### src/common/ldac_pkg.sv
package ldac_pkg;

    ////////////////////////////////////////////////////////////////////////////////
    // register map (byte addresses on the avalon slave)
    localparam logic [3:0] LDAC_ADDR_CONTROL = 4'h0;
    localparam logic [3:0] LDAC_ADDR_LEVEL = 4'h4;
    localparam logic [3:0] LDAC_ADDR_STATUS = 4'h8;

    ////////////////////////////////////////////////////////////////////////////////
    // control register fields
    localparam int LDAC_CTL_ENABLE_BIT = 7;
    localparam int LDAC_CTL_OUT1_BIT = 5;
    localparam int LDAC_CTL_OUT2_BIT = 4;
    localparam int LDAC_CTL_PSS_HI = 3;
    localparam int LDAC_CTL_PSS_LO = 2;
    localparam logic [7:0] LDAC_CTL_WRITE_MASK = 8'hBC;
    localparam logic [7:0] LDAC_CTL_RESET = 8'h00;

    ////////////////////////////////////////////////////////////////////////////////
    // level-select register fields
    localparam int LDAC_LEVEL_W = 5;
    localparam int LDAC_LEVELS = 32;
    localparam logic [4:0] LDAC_LEVEL_RESET = 5'h00;

    ////////////////////////////////////////////////////////////////////////////////
    // status register fields
    localparam int LDAC_STS_ENABLE_BIT = 0;
    localparam int LDAC_STS_PIN1_BIT = 1;
    localparam int LDAC_STS_PIN2_BIT = 2;
    localparam int LDAC_STS_RESERVED_BIT = 3;
    localparam int LDAC_STS_SLEEP_BIT = 4;

    ////////////////////////////////////////////////////////////////////////////////
    // positive source codes
    typedef enum logic [1:0]
    {
        LDAC_PSS_SUPPLY = 2'h0,
        LDAC_PSS_EXT_REF = 2'h1,
        LDAC_PSS_FIXED_REF = 2'h2,
        LDAC_PSS_RESERVED = 2'h3
    } ldac_pss_e;

    ////////////////////////////////////////////////////////////////////////////////
    // carriers
    typedef struct packed
    {
        logic read;
        logic write;
        logic [3:0] address;
        logic [3:0] byteenable;
        logic [31:0] writedata;
    } ldac_avs_req_s;

    typedef struct packed
    {
        logic out;
        logic oe;
        logic in_en;
    } ldac_pad_s;

    typedef struct packed
    {
        logic supply;
        logic ext_ref;
        logic fixed_ref;
    } ldac_src_s;

endpackage : ldac_pkg

### src/logic/ldac_control.sv
// Implementation choices: the Avalon-MM slave port and the address map.
`timescale 1ns/1ns

module ldac_control
(
    // clock and reset
    input wire logic clk_sys,
    input wire logic reset_n,
    // avalon-mm slave
    input wire ldac_pkg::ldac_avs_req_s avs_req,
    output logic [31:0] avs_readdata,
    output logic avs_waitrequest,
    // port logic drive requests for the two shared pins
    input wire logic port_out1,
    input wire logic port_oe1,
    input wire logic port_out2,
    input wire logic port_oe2,
    // raw pin levels, asynchronous
    input wire logic pin1_in,
    input wire logic pin2_in,
    // pad controls and port read values
    output ldac_pkg::ldac_pad_s pad1,
    output ldac_pkg::ldac_pad_s pad2,
    output logic port_rd1,
    output logic port_rd2,
    // analog switch controls
    output logic conv_on,
    output logic [ldac_pkg::LDAC_LEVELS-1:0] ladder_tap,
    output ldac_pkg::ldac_src_s ladder_src,
    output logic ref_out_pin1,
    output logic ref_out_pin2,
    // internal consumers of the level
    input wire logic cmp_sel_level,
    input wire logic adc_sel_level,
    output logic cmp_pos_connect,
    output logic adc_ch_connect,
    // power state
    input wire logic sleep_active
);
    import ldac_pkg::*;

    ////////////////////////////////////////////////////////////////////////////////
    // registers
    logic [7:0] ctl_r;
    logic [7:0] ctl_nxt;
    logic [LDAC_LEVEL_W-1:0] level_r;
    logic [LDAC_LEVEL_W-1:0] level_nxt;
    logic wait_r;
    logic [31:0] rdata_r;
    logic pin1_meta_r;
    logic pin1_sync_r;
    logic pin2_meta_r;
    logic pin2_sync_r;
    ldac_pad_s pad1_r;
    ldac_pad_s pad2_r;
    logic port_rd1_r;
    logic port_rd2_r;
    logic conv_on_r;
    ldac_src_s src_r;
    logic out1_r;
    logic out2_r;
    logic cmp_r;
    logic adc_r;

    ////////////////////////////////////////////////////////////////////////////////
    // bus decode
    wire logic req;
    wire logic take;
    wire logic hit_ctl;
    wire logic hit_level;
    wire logic hit_status;
    wire logic wr_ctl;
    wire logic wr_level;
    wire logic [7:0] level_view;
    wire logic [7:0] status_view;
    wire logic [31:0] rd_mux;

    assign req = avs_req.read || avs_req.write;
    // the request completes on the edge that sees waitrequest low
    assign take = req && !wait_r;
    assign hit_ctl = avs_req.address == LDAC_ADDR_CONTROL;
    assign hit_level = avs_req.address == LDAC_ADDR_LEVEL;
    assign hit_status = avs_req.address == LDAC_ADDR_STATUS;
    assign wr_ctl = take && avs_req.write && hit_ctl && avs_req.byteenable[0];
    assign wr_level = take && avs_req.write && hit_level && avs_req.byteenable[0];

    ////////////////////////////////////////////////////////////////////////////////
    // register next values
    // only the implemented bits take a write; the rest stay zero
    assign ctl_nxt = wr_ctl ? (avs_req.writedata[7:0] & LDAC_CTL_WRITE_MASK) : ctl_r;
    assign level_nxt = wr_level ? avs_req.writedata[LDAC_LEVEL_W-1:0] : level_r;

    // sleep entry and wake do not touch the control register, so the converter
    // keeps running asleep unless software turned it off first
    always_ff @(posedge clk_sys)
    begin
        if (!reset_n)
        begin
            ctl_r <= LDAC_CTL_RESET;
            level_r <= LDAC_LEVEL_RESET;
        end
        else
        begin
            ctl_r <= ctl_nxt;
            level_r <= level_nxt;
        end
    end

    ////////////////////////////////////////////////////////////////////////////////
    // field views
    wire logic en_bit;
    wire logic oe1_bit;
    wire logic oe2_bit;
    wire logic [1:0] pss_bits;

    assign en_bit = ctl_r[LDAC_CTL_ENABLE_BIT];
    assign oe1_bit = ctl_r[LDAC_CTL_OUT1_BIT];
    assign oe2_bit = ctl_r[LDAC_CTL_OUT2_BIT];
    assign pss_bits = ctl_r[LDAC_CTL_PSS_HI:LDAC_CTL_PSS_LO];

    assign level_view = {3'h0, level_r};
    assign status_view = {3'h0, sleep_active, pss_bits == LDAC_PSS_RESERVED,
                          out2_r, out1_r, conv_on_r};

    assign rd_mux = hit_ctl ? {24'h000000, ctl_r} :
                    hit_level ? {24'h000000, level_view} :
                    hit_status ? {24'h000000, status_view} :
                    32'h00000000;

    ////////////////////////////////////////////////////////////////////////////////
    // avalon handshake: one wait cycle, then the answer
    // unmapped addresses read zero and ignore writes
    always_ff @(posedge clk_sys)
    begin
        if (!reset_n)
        begin
            wait_r <= 1'b1;
            rdata_r <= 32'h00000000;
        end
        else
        begin
            wait_r <= !(req && wait_r);
            if (req && wait_r && avs_req.read)
                rdata_r <= rd_mux;
        end
    end

    ////////////////////////////////////////////////////////////////////////////////
    // pin synchronisers: second stage is the only reader of the first
    always_ff @(posedge clk_sys)
    begin
        if (!reset_n)
        begin
            pin1_meta_r <= 1'b0;
            pin1_sync_r <= 1'b0;
            pin2_meta_r <= 1'b0;
            pin2_sync_r <= 1'b0;
        end
        else
        begin
            pin1_meta_r <= pin1_in;
            pin1_sync_r <= pin1_meta_r;
            pin2_meta_r <= pin2_in;
            pin2_sync_r <= pin2_meta_r;
        end
    end

    ////////////////////////////////////////////////////////////////////////////////
    // analog routing
    wire ldac_src_s src_nxt;
    wire logic out1_nxt;
    wire logic out2_nxt;

    // reserved code opens every source switch rather than guess a reference
    assign src_nxt.supply = pss_bits == LDAC_PSS_SUPPLY;
    assign src_nxt.ext_ref = pss_bits == LDAC_PSS_EXT_REF;
    assign src_nxt.fixed_ref = pss_bits == LDAC_PSS_FIXED_REF;
    assign out1_nxt = oe1_bit;
    assign out2_nxt = oe2_bit;

    always_ff @(posedge clk_sys)
    begin
        if (!reset_n)
        begin
            conv_on_r <= 1'b0;
            src_r <= '0;
            out1_r <= 1'b0;
            out2_r <= 1'b0;
            cmp_r <= 1'b0;
            adc_r <= 1'b0;
        end
        else
        begin
            conv_on_r <= en_bit;
            src_r <= src_nxt;
            out1_r <= out1_nxt;
            out2_r <= out2_nxt;
            // the internal taps follow the converter; an off converter feeds nothing
            cmp_r <= cmp_sel_level && en_bit;
            adc_r <= adc_sel_level && en_bit;
        end
    end

    ldac_tap_decode u_tap
    (
        .clk_sys(clk_sys),
        .reset_n(reset_n),
        .enable(en_bit),
        .level(level_r),
        .tap_r(ladder_tap)
    );

    ////////////////////////////////////////////////////////////////////////////////
    // pad override: analog output wins over the port logic
    wire ldac_pad_s pad1_nxt;
    wire ldac_pad_s pad2_nxt;

    assign pad1_nxt.out = oe1_bit ? 1'b0 : port_out1;
    assign pad1_nxt.oe = oe1_bit ? 1'b0 : port_oe1;
    assign pad1_nxt.in_en = !oe1_bit;
    assign pad2_nxt.out = oe2_bit ? 1'b0 : port_out2;
    assign pad2_nxt.oe = oe2_bit ? 1'b0 : port_oe2;
    assign pad2_nxt.in_en = !oe2_bit;

    always_ff @(posedge clk_sys)
    begin
        if (!reset_n)
        begin
            pad1_r <= '0;
            pad2_r <= '0;
            port_rd1_r <= 1'b0;
            port_rd2_r <= 1'b0;
        end
        else
        begin
            pad1_r <= pad1_nxt;
            pad2_r <= pad2_nxt;
            port_rd1_r <= pin1_sync_r && !oe1_bit;
            port_rd2_r <= pin2_sync_r && !oe2_bit;
        end
    end

    ////////////////////////////////////////////////////////////////////////////////
    // outputs
    assign avs_readdata = rdata_r;
    assign avs_waitrequest = wait_r;
    assign pad1 = pad1_r;
    assign pad2 = pad2_r;
    assign port_rd1 = port_rd1_r;
    assign port_rd2 = port_rd2_r;
    assign conv_on = conv_on_r;
    assign ladder_src = src_r;
    assign ref_out_pin1 = out1_r;
    assign ref_out_pin2 = out2_r;
    assign cmp_pos_connect = cmp_r;
    assign adc_ch_connect = adc_r;

endmodule : ldac_control

### src/logic/ldac_tap_decode.sv
`timescale 1ns/1ns

module ldac_tap_decode
(
    // clock and reset
    input wire logic clk_sys,
    input wire logic reset_n,
    // level request
    input wire logic enable,
    input wire logic [ldac_pkg::LDAC_LEVEL_W-1:0] level,
    // ladder tap switches, one-hot while enabled, all clear while off
    output logic [ldac_pkg::LDAC_LEVELS-1:0] tap_r
);
    import ldac_pkg::*;

    ////////////////////////////////////////////////////////////////////////////////
    // one switch per ladder tap; all open while the converter is off
    genvar gi;
    generate
        for (gi = 0; gi < LDAC_LEVELS; gi = gi + 1)
        begin : g_tap
            wire logic hit;
            assign hit = enable && (level == LDAC_LEVEL_W'(gi));
            always_ff @(posedge clk_sys)
            begin
                if (!reset_n)
                    tap_r[gi] <= 1'b0;
                else
                    tap_r[gi] <= hit;
            end
        end
    endgenerate

endmodule : ldac_tap_decode

### config.mk
export PLATFORM = sky130hd
export DESIGN_NAME = ldac_control
export DESIGN_NICKNAME = d
export VERILOG_FILES = /design/src/common/ldac_pkg.sv /design/src/logic/ldac_control.sv /design/src/logic/ldac_tap_decode.sv
export SDC_FILE = /design/constraint.sdc
export NUM_CORES = 1
export LEC_CHECK = 0
export BUFFER_PORTS_ARGS = -buffer_cell sky130_fd_sc_hd__clkbuf_2
export CAP_MARGIN = 10
export CORE_ASPECT_RATIO = 0.8
export CORE_UTILIZATION = 47
export CTS_CLUSTER_DIAMETER = 120
export DETAILED_ROUTE_END_ITERATION = 12
export GPL_TIMING_DRIVEN = 0
export MAX_ROUTING_LAYER = met4
export PLACE_DENSITY_LB_ADDON = 0.05
export SYNTH_ARGS = -nofsm -noshare
export SYNTH_HDL_FRONTEND = slang
export SYNTH_SLANG_ARGS = --single-unit
export TNS_END_PERCENT = 50
### constraint.sdc
create_clock -name clk_sys -period 3.3 [get_ports clk_sys]
set_input_delay 0.33 -clock clk_sys [delete_from_list [all_inputs] [get_ports clk_sys]]
set_output_delay 0.33 -clock clk_sys [all_outputs]
set_load 0.01 [all_outputs]
### Word level (Yosys, flattened, before mapping)

Index checks and enable logic that the tools add are counted.

| storage, ports and cells | value |
|---|---|
| flip-flop bits (word level) | 95 |
| bits in latches | 0 |
| RAM bits | 0 |
| memory bits (read-only) | 0 |
| word-level logic and storage cells | 150 |
| memories | 0 |

| operators by class | value |
|---|---|
| add/subtract/negate cells | 0 |
| multipliers | 0 |
| divide/modulo/power cells | 0 |
| magnitude comparators | 0 |
| eq/ne operators | 36 |
| shifts and indexed selects | 0 |
| multiplexer cells | 3 |
| bitwise operators | 1 |
| reductions and logical operators | 54 |

Operator list:

| kind | number |
|---|---|
| 5-bit == test, second input constant | 16 |
| 1-bit logical AND | 44 |
| 5-bit by 4-bit == test with 1-bit output, second input constant | 8 |
| 5-bit by 3-bit == test with 1-bit output, second input constant | 4 |
| 5-bit by 2-bit == test with 1-bit output, second input constant | 2 |
| 5-bit two-way mux | 2 |
| 8-bit two-way mux | 1 |
| 5-bit by 1-bit == test with 1-bit output, second input constant | 1 |
| 5-bit logical NOT | 1 |
| 2-bit == test, second input constant | 2 |
| 4-bit by 3-bit == test with 1-bit output, second input constant | 1 |
| 4-bit == test, second input constant | 1 |
| 1-bit logical NOT | 4 |
| 4-bit logical NOT | 1 |
| 2-bit OR reduction | 2 |
| 2-bit by 1-bit == test with 1-bit output, second input constant | 1 |
| 2-bit logical NOT | 1 |
| 1-bit logical OR | 1 |
| 1-bit inverter | 1 |

### Depth between registers and ports, before layout

Gate-level depths: netlist (run 1).

| logic depth | value |
|---|---|
| depth in word-level cells | 5 |
| depth in mapped cells | 4 |
| gate-level depth less buffers | 4 |

### By module

A second synthesis (run 1) with hierarchy kept.

| unflattened totals | value |
|---|---|
| cells, all modules | 227 |
| area, all modules | 2,391.0 um^2 |

By module, submodules not included:

| module | instances | cells each | area an instance (um^2) | seq. area each (um^2) |
|---|---|---|---|---|
| ldac_control | 1 | 150 | 1,521.5 | 760.7 |
| ldac_tap_decode | 1 | 77 | 869.6 | 640.6 |

### Least setup slack after synthesis (run 1)

OpenSTA, ideal clock, no wires.

| timing | value |
|---|---|
| kind | input to register |
| start | input port avs_req[39] (netlist name) |
| end | register level_r[0] |
| setup time | 0.124 ns |
| data arrival time | 1.297 ns |
| setup slack | 1.879 ns |
| cell stages on the path | 4 |
| path buffers | 1 |
| path through | clkbuf_1 > or4b_1 > o21ai_0 > a21boi_0 |

| on the way | value |
|---|---|
| longest elaborated chain between the ends | 3 |

Ends and longest elaborated chain:

| what | RTL line | text |
|---|---|---|
| start: declaration | ldac_control.sv:10 | `input wire ldac_pkg::ldac_avs_req_s avs_req,` |
| 4-bit by 3-bit == test with 1-bit output | ldac_control.sv:82 | `assign hit_level = avs_req.address == LDAC_ADDR_LEVEL;` |
| 1-bit logical AND (2 in a row) | ldac_control.sv:85 | `assign wr_level = take && avs_req.write && hit_level && avs_req.byteenable[0];` |
| end signal: assignment | ldac_control.sv:105 | `level_r <= level_nxt;` |
| end: declaration | ldac_control.sv:46 | `logic [LDAC_LEVEL_W-1:0] level_r;` |

Every way passes these cells.
A chain may end at the register's enable or synchronous reset.

### Worst setup path in the final report (run 1)

| timing | value |
|---|---|
| start | register wait_r, in the netlist avs_waitrequest |
| end | register rdata_r[1], in the netlist avs_readdata[1] |

| on the way | value |
|---|---|
| longest elaborated chain between the ends | 2 |

Ends and longest elaborated chain:

| what | RTL line | text |
|---|---|---|
| start: declaration | ldac_control.sv:48 | `logic wait_r;` |
| start signal: assignment | ldac_control.sv:142 | `wait_r <= !(req && wait_r);` |
| 1-bit logical AND (2 in a row) | ldac_control.sv:143 | `if (req && wait_r && avs_req.read)` |
| end signal: assignment | ldac_control.sv:144 | `rdata_r <= rd_mux;` |
| end: declaration | ldac_control.sv:49 | `logic [31:0] rdata_r;` |

Every way passes these cells.

==> results of run 1 <==
-- worst register-to-register path: stages, from the launching register on --
cell,delay [ns]
dfxtp_1,0.38
nand2_1,0.14
nor4b_1,0.68
a32o_1,0.28
-- through the flow --
stage,hold slack [ns],setup WS (ns),power (mW)
3_3_place_gp,0.408,1.64,0.975
4_1_cts,0.179,1.81,1.80
2_1_floorplan,0.406,1.88,0.943
3_5_place_dp,0.413,1.64,0.976
5_1_grt,0.180,1.63,1.85
6_report,0.190,1.77,1.79
-- kinds of logic after synthesis --
family | Yosys count
AO/OA/AOI/OAI | 28
buffers and inverters | 35
flip-flops | 70
multiplexers | 3
other | 1
AND/OR/NAND/NOR | 104
-- path summary, 6_finish.rpt --
check                              from                            to  slack (ns)  cells after the start
max          avs_waitrequest$_SDFF_PN1_  avs_readdata[1]$_SDFFE_PN0P_        1.77                      3
min                           port_out1            pad1[2]$_SDFF_PP0_        0.19                      2
max reg2reg  avs_waitrequest$_SDFF_PN1_  avs_readdata[1]$_SDFFE_PN0P_        1.77                      3
min reg2reg      pin2_sync_r$_SDFF_PN0_           port_rd2$_SDFF_PN0_        0.43                      1
-- final cells by class --
class                   instances  share of cell area
flip-flops and latches         70               0.430
multi-input cells             160               0.278
repair buffers                 80               0.123
plain buffers                  34              0.0683
clock buffers                  11              0.0433
clock inverters                 5              0.0326
well taps                      62              0.0238
inverters                       1             0.00115
-- power groups by stage --
stage	sequential, mW	combinational, mW	clock, mW
after detailed placement	0.877	0.0987	0
after floorplan	0.881	0.0616	0
after global routing	0.859	0.110	0.879
after global placement	0.877	0.0980	0
final	0.858	0.0997	0.829
after CTS	0.858	0.0992	0.842
-- placed cells by master, fill, tap and decap left out, types with 4 or more instances in the layout --
| cell | Yosys | routed |
|---|---|---|
| nand3_1 | 8 | 8 |
| nor2_1 | 25 | 25 |
| nor3_1 | 9 | 9 |
| nor2b_1 | 6 | 6 |
| buf_4 | 25 | 25 |
| dfxtp_1 | 70 | 70 |
| nand2_1 | 13 | 13 |
| conb_1 | 1 | 25 |
| nand2b_1 | 9 | 9 |
| a21boi_0 | 7 | 7 |
| clkbuf_8 | 0 | 10 |
| a32o_1 | 4 | 4 |
| and2_1 | 14 | 14 |
| o21ai_0 | 7 | 7 |
| clkbuf_1 | 8 | 9 |
| clkbuf_2 | 0 | 80 |
-- registers in the layout, indices dropped and copies added, names as in the netlist --
name             flops
avs_readdata         7
ladder_src           3
cmp_pos_connect      1
port_rd2             1
pin2_sync_r          1
pad2                 3
port_rd1             1
pin2_meta_r          1
pin1_meta_r          1
adc_ch_connect       1
ref_out_pin2         1
u_tap.tap_r         32
pin1_sync_r          1
ref_out_pin1         1
ctl_r                5
avs_waitrequest      1
level_r              5
pad1                 3
conv_on              1
-- metal layers --
layer / GRT usage / routed length, um / up-vias
met3: 0.0699 / 379 / 9
met4: 0.0776 / 72 / 0
met1: 0.260 / 2310 / 869
met2: 0.306 / 2220 / 75
li1: - / - / 993
met5: - / 0 / -
==> impl_metrics.yaml, run 1 <==
run_status:
  status: "completed"
power_and_ir_drop:
  p_sw_frac: 0.202
  leakage_nw: 1.49
  internal_power_mw: 1.43
  seqPwrFrac: 0.480
  p_comb_frac: 0.056
  powerDensity_nw_per_um2: 548
  peakVddDrop_uv: 391
  power.switching_uw: 360
  clkPwrFrac: 0.464
sta:
  worst_pin_slew_ns: 0.771
  period_share: 0.463
  max_slew_margin: 0.478
  final.setup_skew_ns: 0.00411
  rsz0062_at_grt: "false"
  fin_crit_ns: 1.53
  final-setup-viol-count: 0
  drv_slew: 0
  finalHoldViolations: 0
  max_freq_ghz: 0.655
  setup_tns_ns: 0
yosys:
  synthTopCellsByArea: "dfxtp_1, buf_4, nor2_1"
  synthTopCellsByCount: "dfxtp_1, buf_4, nor2_1, and2_1, nand2_1"
  synth_seq_cells: 70
  synth_compound_area_frac: 0.0803
  synthCells: 241
  synth_simple_gate_area_frac: 0.240
  muxShareOfSynthArea: 0.0123
  netlist_area_um2: 2450
  ys.flop_type: "dfxtp_1"
  synth-edff-count: 0
  synth_top_cell_by_area: "dfxtp_1"
  synth_top_family_by_area: "simple AND/OR/NAND/NOR gates"
  yosysMostFrequentCell: "dfxtp_1"
  ys_seq_area_frac: 0.573
  synth_top_area_frac: 0.573
  synth_fa_ha_area_frac: 0
  synth_warnings: 0
  synth_xor_xnor_area_share: 0
  async_reset_ff_frac: 0
  synth_cell_types: 36
  syn_area_per_cell_um2: 10.1
layout:
  syn_to_final_growth_pct: 33.4
  fillers: 454
  utilization: 0.651
  multi_input_area_um2: 908
  nNetsFinal: 409
  drive_gt1_frac: 0.349
  postLayoutCellArea_um2: 3260
  fin_cells: 423
  antenna_cells: 0
  seq_area_um2: 1400
die:
  row_count: 23
  die_h_um: 66.5
  initial_core_util: 0.489
  dieArea_um2: 5500
  core_um2: 5010
  io_pins: 134
  die_w_um: 82.7
cts:
  cts_buffers: 9
  cts_buffer_depth: 2
  clkLatencyLatePin_ns: 0.33
  clk_pin_slew_worst_paths_ns: 0.07
  clock-sinks: 70
  post_cts.repair.setup_buffers: 0
  cts_tree: "done"
  htree_levels: 3
  postCtsHoldBufs: 0
  cts_root_buffer: "clkbuf_8"
  cts_resized: 0
route:
  wirelength_um: 4980
  viasPerCell: 4.60
  drc: 0
  drtIter0Drc: 87
  wl_per_cell_um: 11.8
  first_pass_iters: 4
  ant_nets: 0
  dr_total_vias: 1946
critical_path:
  path_cells: "nand2_1 -> nor4b_1 -> a32o_1"
  worst-setup-path-type: "flop to flop"
  crit_arrival_ns: 1.81
  cp-end-kind: "flop"
  critPathMaxFanout: 6
  required_ns: 3.58
  cp_top_family: "simple AND/OR/NAND/NOR gates"
  cpPeakStageDelay_ns: 0.67
  startpoint_type: "flop"
  cpMaxStageDelayCell: "nor4b_1"
  cp_num_buf_inv: 0
job:
  cap_viol_max_count: 0
placement:
  hpwlAfterDp_um: 3740
  port-buffer-count: 80
  placedCellCount: 407
  gp_congestion: 0.777
  placed_cell_area_um2: 3010
grt:
  antenna_found_initial: 0
  grt_pass1_wl_um: 8000
  grt_pass1_vias: 1723
  track_usage: 0.207
  grt-ovfl-total: 0
  grt_max_degree: 13
min_path:
  hp-class: "input port to flop"
Power figures use the tool's default switching activity.
==> inputs of run 2 (changes only) <==
- CORE_UTILIZATION: 47 -> 44
- clock period: 3.3 -> 1.5 ns (I/O delays scaled with it)
==> run 2 against run 1 <==
Against the previous run:
- die area increased by 6.6%
- count of clock-buffer cells in the layout did not move
- core utilization decreased by 1.7 points
- cell count increased by 1.2%
- fmax is 16% higher
- non-clock buffer count grew 5
- global-route usage shrank 1.0 points
- clock skew up 0.00092 ns
- clock power up 87%
- sequential share of layout area decreased by 0.31 points
- total power grew 110%
- sequential cell count unchanged
==> impl_metrics.yaml, run 2 (same netlist as run 1, synthesis figures left out) <==
run_status:
  status: "completed"
die:
  row_count: 23
  dieArea_um2: 5860
  core_um2: 5180
  initial_core_util: 0.472
  io_pins: 134
  die_w_um: 85.4
  die_h_um: 68.7
grt:
  track_usage: 0.197
  antenna_found_initial: 0
  grt_pass1_wl_um: 8130
  grt-ovfl-total: 0
  grt_max_degree: 13
  grt_pass1_vias: 1715
sta:
  final.setup_skew_ns: 0.00503
  worst_slack_ns: 0.181
  drv_slew: 0
  period_share: 0.879
  fin_crit_ns: 1.32
  final-setup-viol-count: 0
  rsz0062_at_grt: "false"
  worst_pin_slew_ns: 0.533
  max_freq_ghz: 0.758
  max_slew_margin: 0.644
  finalHoldViolations: 0
  setup_tns_ns: 0
  fin_hold_ws_ns: 0.0113
power_and_ir_drop:
  p_comb_frac: 0.063
  total_power_mw: 3.66
  seqPwrFrac: 0.515
  powerDensity_nw_per_um2: 1120
  p_sw_frac: 0.222
  leakage_nw: 1.50
  peakVddDrop_uv: 482
  power.switching_uw: 813
  internal_power_mw: 2.85
  clkPwrFrac: 0.422
placement:
  placed_cell_area_um2: 3010
  gp_congestion: 0.770
  hpwlAfterDp_um: 3750
  port-buffer-count: 80
  preCtsSetupSlack_ns: -0.0574
  placedCellCount: 407
critical_path:
  rr_worst_depth: 3
  cp-end-kind: "flop"
  crit_arrival_ns: 1.61
  worst-setup-path-type: "flop to flop"
  startpoint_type: "flop"
  critPathMaxFanout: 6
  required_ns: 1.79
layout:
  final_cell_mix: "clkbuf_2, dfxtp_1, nor2_1, buf_4, conb_1"
  postLayoutCellArea_um2: 3290
  largest_reg_flops: 32
  syn_to_final_growth_pct: 34.3
  largest-register: "u_tap.tap_r"
  nNetsFinal: 414
  final_common_cell: "clkbuf_2"
  drive_gt1_frac: 0.350
  utilization: 0.634
  fin_cells: 428
  antenna_cells: 0
cts:
  cts_root_buffer: "clkbuf_8"
  cts_buffers: 9
  clkLatencyLatePin_ns: 0.34
  cts_tree: "done"
  clock-sinks: 70
  cts_buffer_depth: 2
  htree_levels: 3
  post_cts.repair.setup_buffers: 0
  clk_pin_slew_worst_paths_ns: 0.07
route:
  first_pass_iters: 4
  ant_nets: 0
  drtIter0Drc: 116
  wirelength_um: 5210
  wl_per_cell_um: 12.2
  viasPerCell: 4.56
  dr_total_vias: 1952
  drc: 0
min_path:
  hp-class: "input port to flop"
  hold_depth: 2
job:
  cap_viol_max_count: 0
run 2: cell types whose count changed in the layout (fill, tap and decap cells not counted), sizes merged:
cell	previous run	this run
bufinv	3	1
clkinv	1	2
inv	1	2
dlygate4sd3	0	5
run 2: worst paths after layout:
path / from / end / slack, ns
worst max-delay path: avs_waitrequest$_SDFF_PN1_ / avs_readdata[1]$_SDFFE_PN0P_ / 0.18
worst min-delay path: port_out2 / pad2[2]$_SDFF_PP0_ / 0.01
worst max register to register: avs_waitrequest$_SDFF_PN1_ / avs_readdata[1]$_SDFFE_PN0P_ / 0.18
worst min register to register: pin1_sync_r$_SDFF_PN0_ / port_rd1$_SDFF_PN0_ / 0.43
run 2: power groups by stage:
stage                     Combinational [mW]  Clock, mW  Sequential [mW]
after floorplan                        0.135          0             1.94
after global placement                 0.217          0             1.93
after global routing                   0.253       1.67             1.89
final                                  0.231       1.55             1.89
after CTS                              0.229       1.58             1.89
after detailed placement               0.217          0             1.93
run 2: worst max-delay path, cell delays in order (launching register included):
cell     delay, ns
dfxtp_1       0.39
nand2_1       0.15
nor4b_2       0.47
a32o_1        0.24
run 2: area by class of cell:
| type | count | area, um^2 |
|---|---|---|
| multi-input combinational | 160 | 922 |
| buffer | 34 | 223 |
| sequential | 70 | 1400 |
| tap | 62 | 77.6 |
| inverter | 1 | 3.75 |
| timing repair buffer | 85 | 450 |
| fill | 456 | 1890 |
| clock inverter | 5 | 56.3 |
| clock buffer | 11 | 151 |
run 2: routing by layer:
metal  wire (um)  GRT usage  up-vias
met4          63     0.0750        0
met3         365     0.0798        8
met2        2150      0.279       76
met5           0          -        -
li1            -          -     1012
met1        2630      0.252      856
run 2: what timing repair did:
| action | 4_1_cts | 5_1_grt |
|---|---|---|
| endpoints found under the setup margin | 4 | 2 |
| endpoints found under the hold margin | 5 | 0 |
| hold buffers | 5 | 0 |
| gates resized for setup | 1 | 2 |
| cloned | 0 | 0 |
==> inputs of run 3 (changes only) <==
- CORE_UTILIZATION: 44 -> 39
- clock period: 1.5 -> 1.2 ns (I/O delays scaled with it)
==> run 3 against run 2 <==
Against the previous run:
- sequential cell count did not move
- wire length rose by 2.2%
- register-to-register slack got worse by 0.16 ns
- core utilization fell by 5.9 points
==> impl_metrics.yaml, run 3 (same netlist as run 1, synthesis figures left out) <==
run_status:
  status: "completed"
layout:
  syn_to_final_growth_pct: 40.5
  drive_gt1_frac: 0.379
  largest_reg_flops: 32
  utilization: 0.575
  final_cell_mix: "clkbuf_2, dfxtp_1, buf_4, conb_1, nor2_1"
  nNetsFinal: 420
  antenna_cells: 0
  fillers: 566
  final_common_cell: "clkbuf_2"
  fin_cells: 453
  largest-register: "u_tap.tap_r"
route:
  ant_nets: 0
  viasPerCell: 4.35
  wl_per_cell_um: 11.8
  drc: 0
  wirelength_um: 5330
  drtIter0Drc: 95
  first_pass_iters: 4
  dr_total_vias: 1969
min_path:
  hp-class: "input port to flop"
critical_path:
  required_ns: 1.48
  startpoint_type: "input port"
  crit_arrival_ns: 1.46
  cpPeakStageDelay_ns: 0.52
  cp-end-kind: "flop"
  critPathMaxFanout: 4
  cpMaxStageDelayCell: "dlygate4sd3_1"
  path_cells: "dlygate4sd3_1 -> buf_2 -> nand2_4 -> nor4b_4 -> a32o_1"
  worst-setup-path-type: "input port to flop"
cts:
  clock-sinks: 70
  htree_levels: 3
  cts_root_buffer: "clkbuf_8"
  cts_buffers: 9
  cts_tree: "done"
  clk_pin_slew_worst_paths_ns: 0.07
  clkLatencyLatePin_ns: 0.34
  cts_buffer_depth: 2
sta:
  final-setup-viol-count: 0
  worst_slack_ns: 0.0205
  drv_slew: 0
  finalHoldViolations: 0
  fin_crit_ns: 1.18
  period_share: 0.983
  final.setup_skew_ns: 0.00369
  rsz0062_at_grt: "false"
  max_freq_ghz: 0.848
placement:
  port-buffer-count: 80
  hpwlAfterDp_um: 3850
  preCtsSetupSlack_ns: -0.298
  gp_congestion: 0.789
  placedCellCount: 426
power_and_ir_drop:
  peakVddDrop_uv: 701
  p_sw_frac: 0.215
  clkPwrFrac: 0.438
  p_comb_frac: 0.066
  seqPwrFrac: 0.496
  leakage_nw: 1.58
  internal_power_mw: 3.74
  power.switching_mw: 1.02
  powerDensity_nw_per_um2: 1390
  total_power_mw: 4.76
grt:
  grt_max_degree: 13
  track_usage: 0.175
  grt_pass1_vias: 1804
  grt_pass1_wl_um: 8420
  antenna_found_initial: 0
  grt-ovfl-total: 0
die:
  io_pins: 134
  die_w_um: 90.5
  initial_core_util: 0.409
  die_h_um: 72.8
  row_count: 25
  dieArea_um2: 6590
  core_um2: 5970
job:
  cap_viol_max_count: 0
## run 3: repair_timing
action	in CTS	in global routing
gates cloned	0	0
setup buffers	2	0
resized for setup	10	16
hold endpoints to repair	7	1
pin swaps	1	5
endpoints found under the setup margin	43	23
hold buffers	8	1
## run 3: worst max-delay path, delay by kind of cell
family	cells	cell delay [ns]
simple gates	2	0.46
compound gates	1	0.22
buf+inv	2	0.67
## run 3: area by class of cell
cell class | instances | area (um^2) | share of cell area
sequential | 70 | 1410 | 0.409
multi-input combinational | 160 | 961 | 0.280
timing repair buffer | 91 | 508 | 0.148
buffer | 34 | 235 | 0.0684
clock buffer | 11 | 141 | 0.0411
tap | 81 | 101 | 0.0295
clock inverter | 5 | 81.3 | 0.0237
inverter | 1 | 3.75 | 0.00109
## run 3: worst paths after layout
kind	startpoint	endpoint	slack (ns)	cells past startpoint
max	avs_req[41]	avs_readdata[0]$_SDFFE_PN0P_	0.02	5
min	avs_req[7]	ctl_r[7]$_SDFFE_PN0P_	0.02	3
max reg2reg	level_r[4]$_SDFFE_PN0P_	u_tap.tap_r[1]$_SDFF_PN0_	0.02	2
min reg2reg	pin1_sync_r$_SDFF_PN0_	port_rd1$_SDFF_PN0_	0.43	1
## run 3: metrics by stage
step                      hold slack [ns]  TNS (ns)  cell area [um^2]
after CTS                         0.00231         0              3390
final                              0.0177         0              3440
after global placement              0.322     -5.14              3040
after global routing               0.0172         0              3440
after floorplan                     0.236    -0.272              2540
after detailed placement            0.325     -5.44              3040
## run 3: routing by layer
layer,global-route usage,share of wire,vias up
met5,-,0,-
met4,0.0645,0.013,0
met3,0.0656,0.068,10
met2,0.249,0.41,77
met1,0.227,0.51,865
li1,-,-,1017
## run 3: power by group through the flow
stage                     clock (mW)  sequential (mW)  combinational (mW)
after floorplan                    0             2.42               0.170
after global placement             0             2.41               0.275
after detailed placement           0             2.41               0.275
after CTS                       2.13             2.36               0.302
after global routing            2.24             2.36               0.347
final                           2.09             2.36               0.316
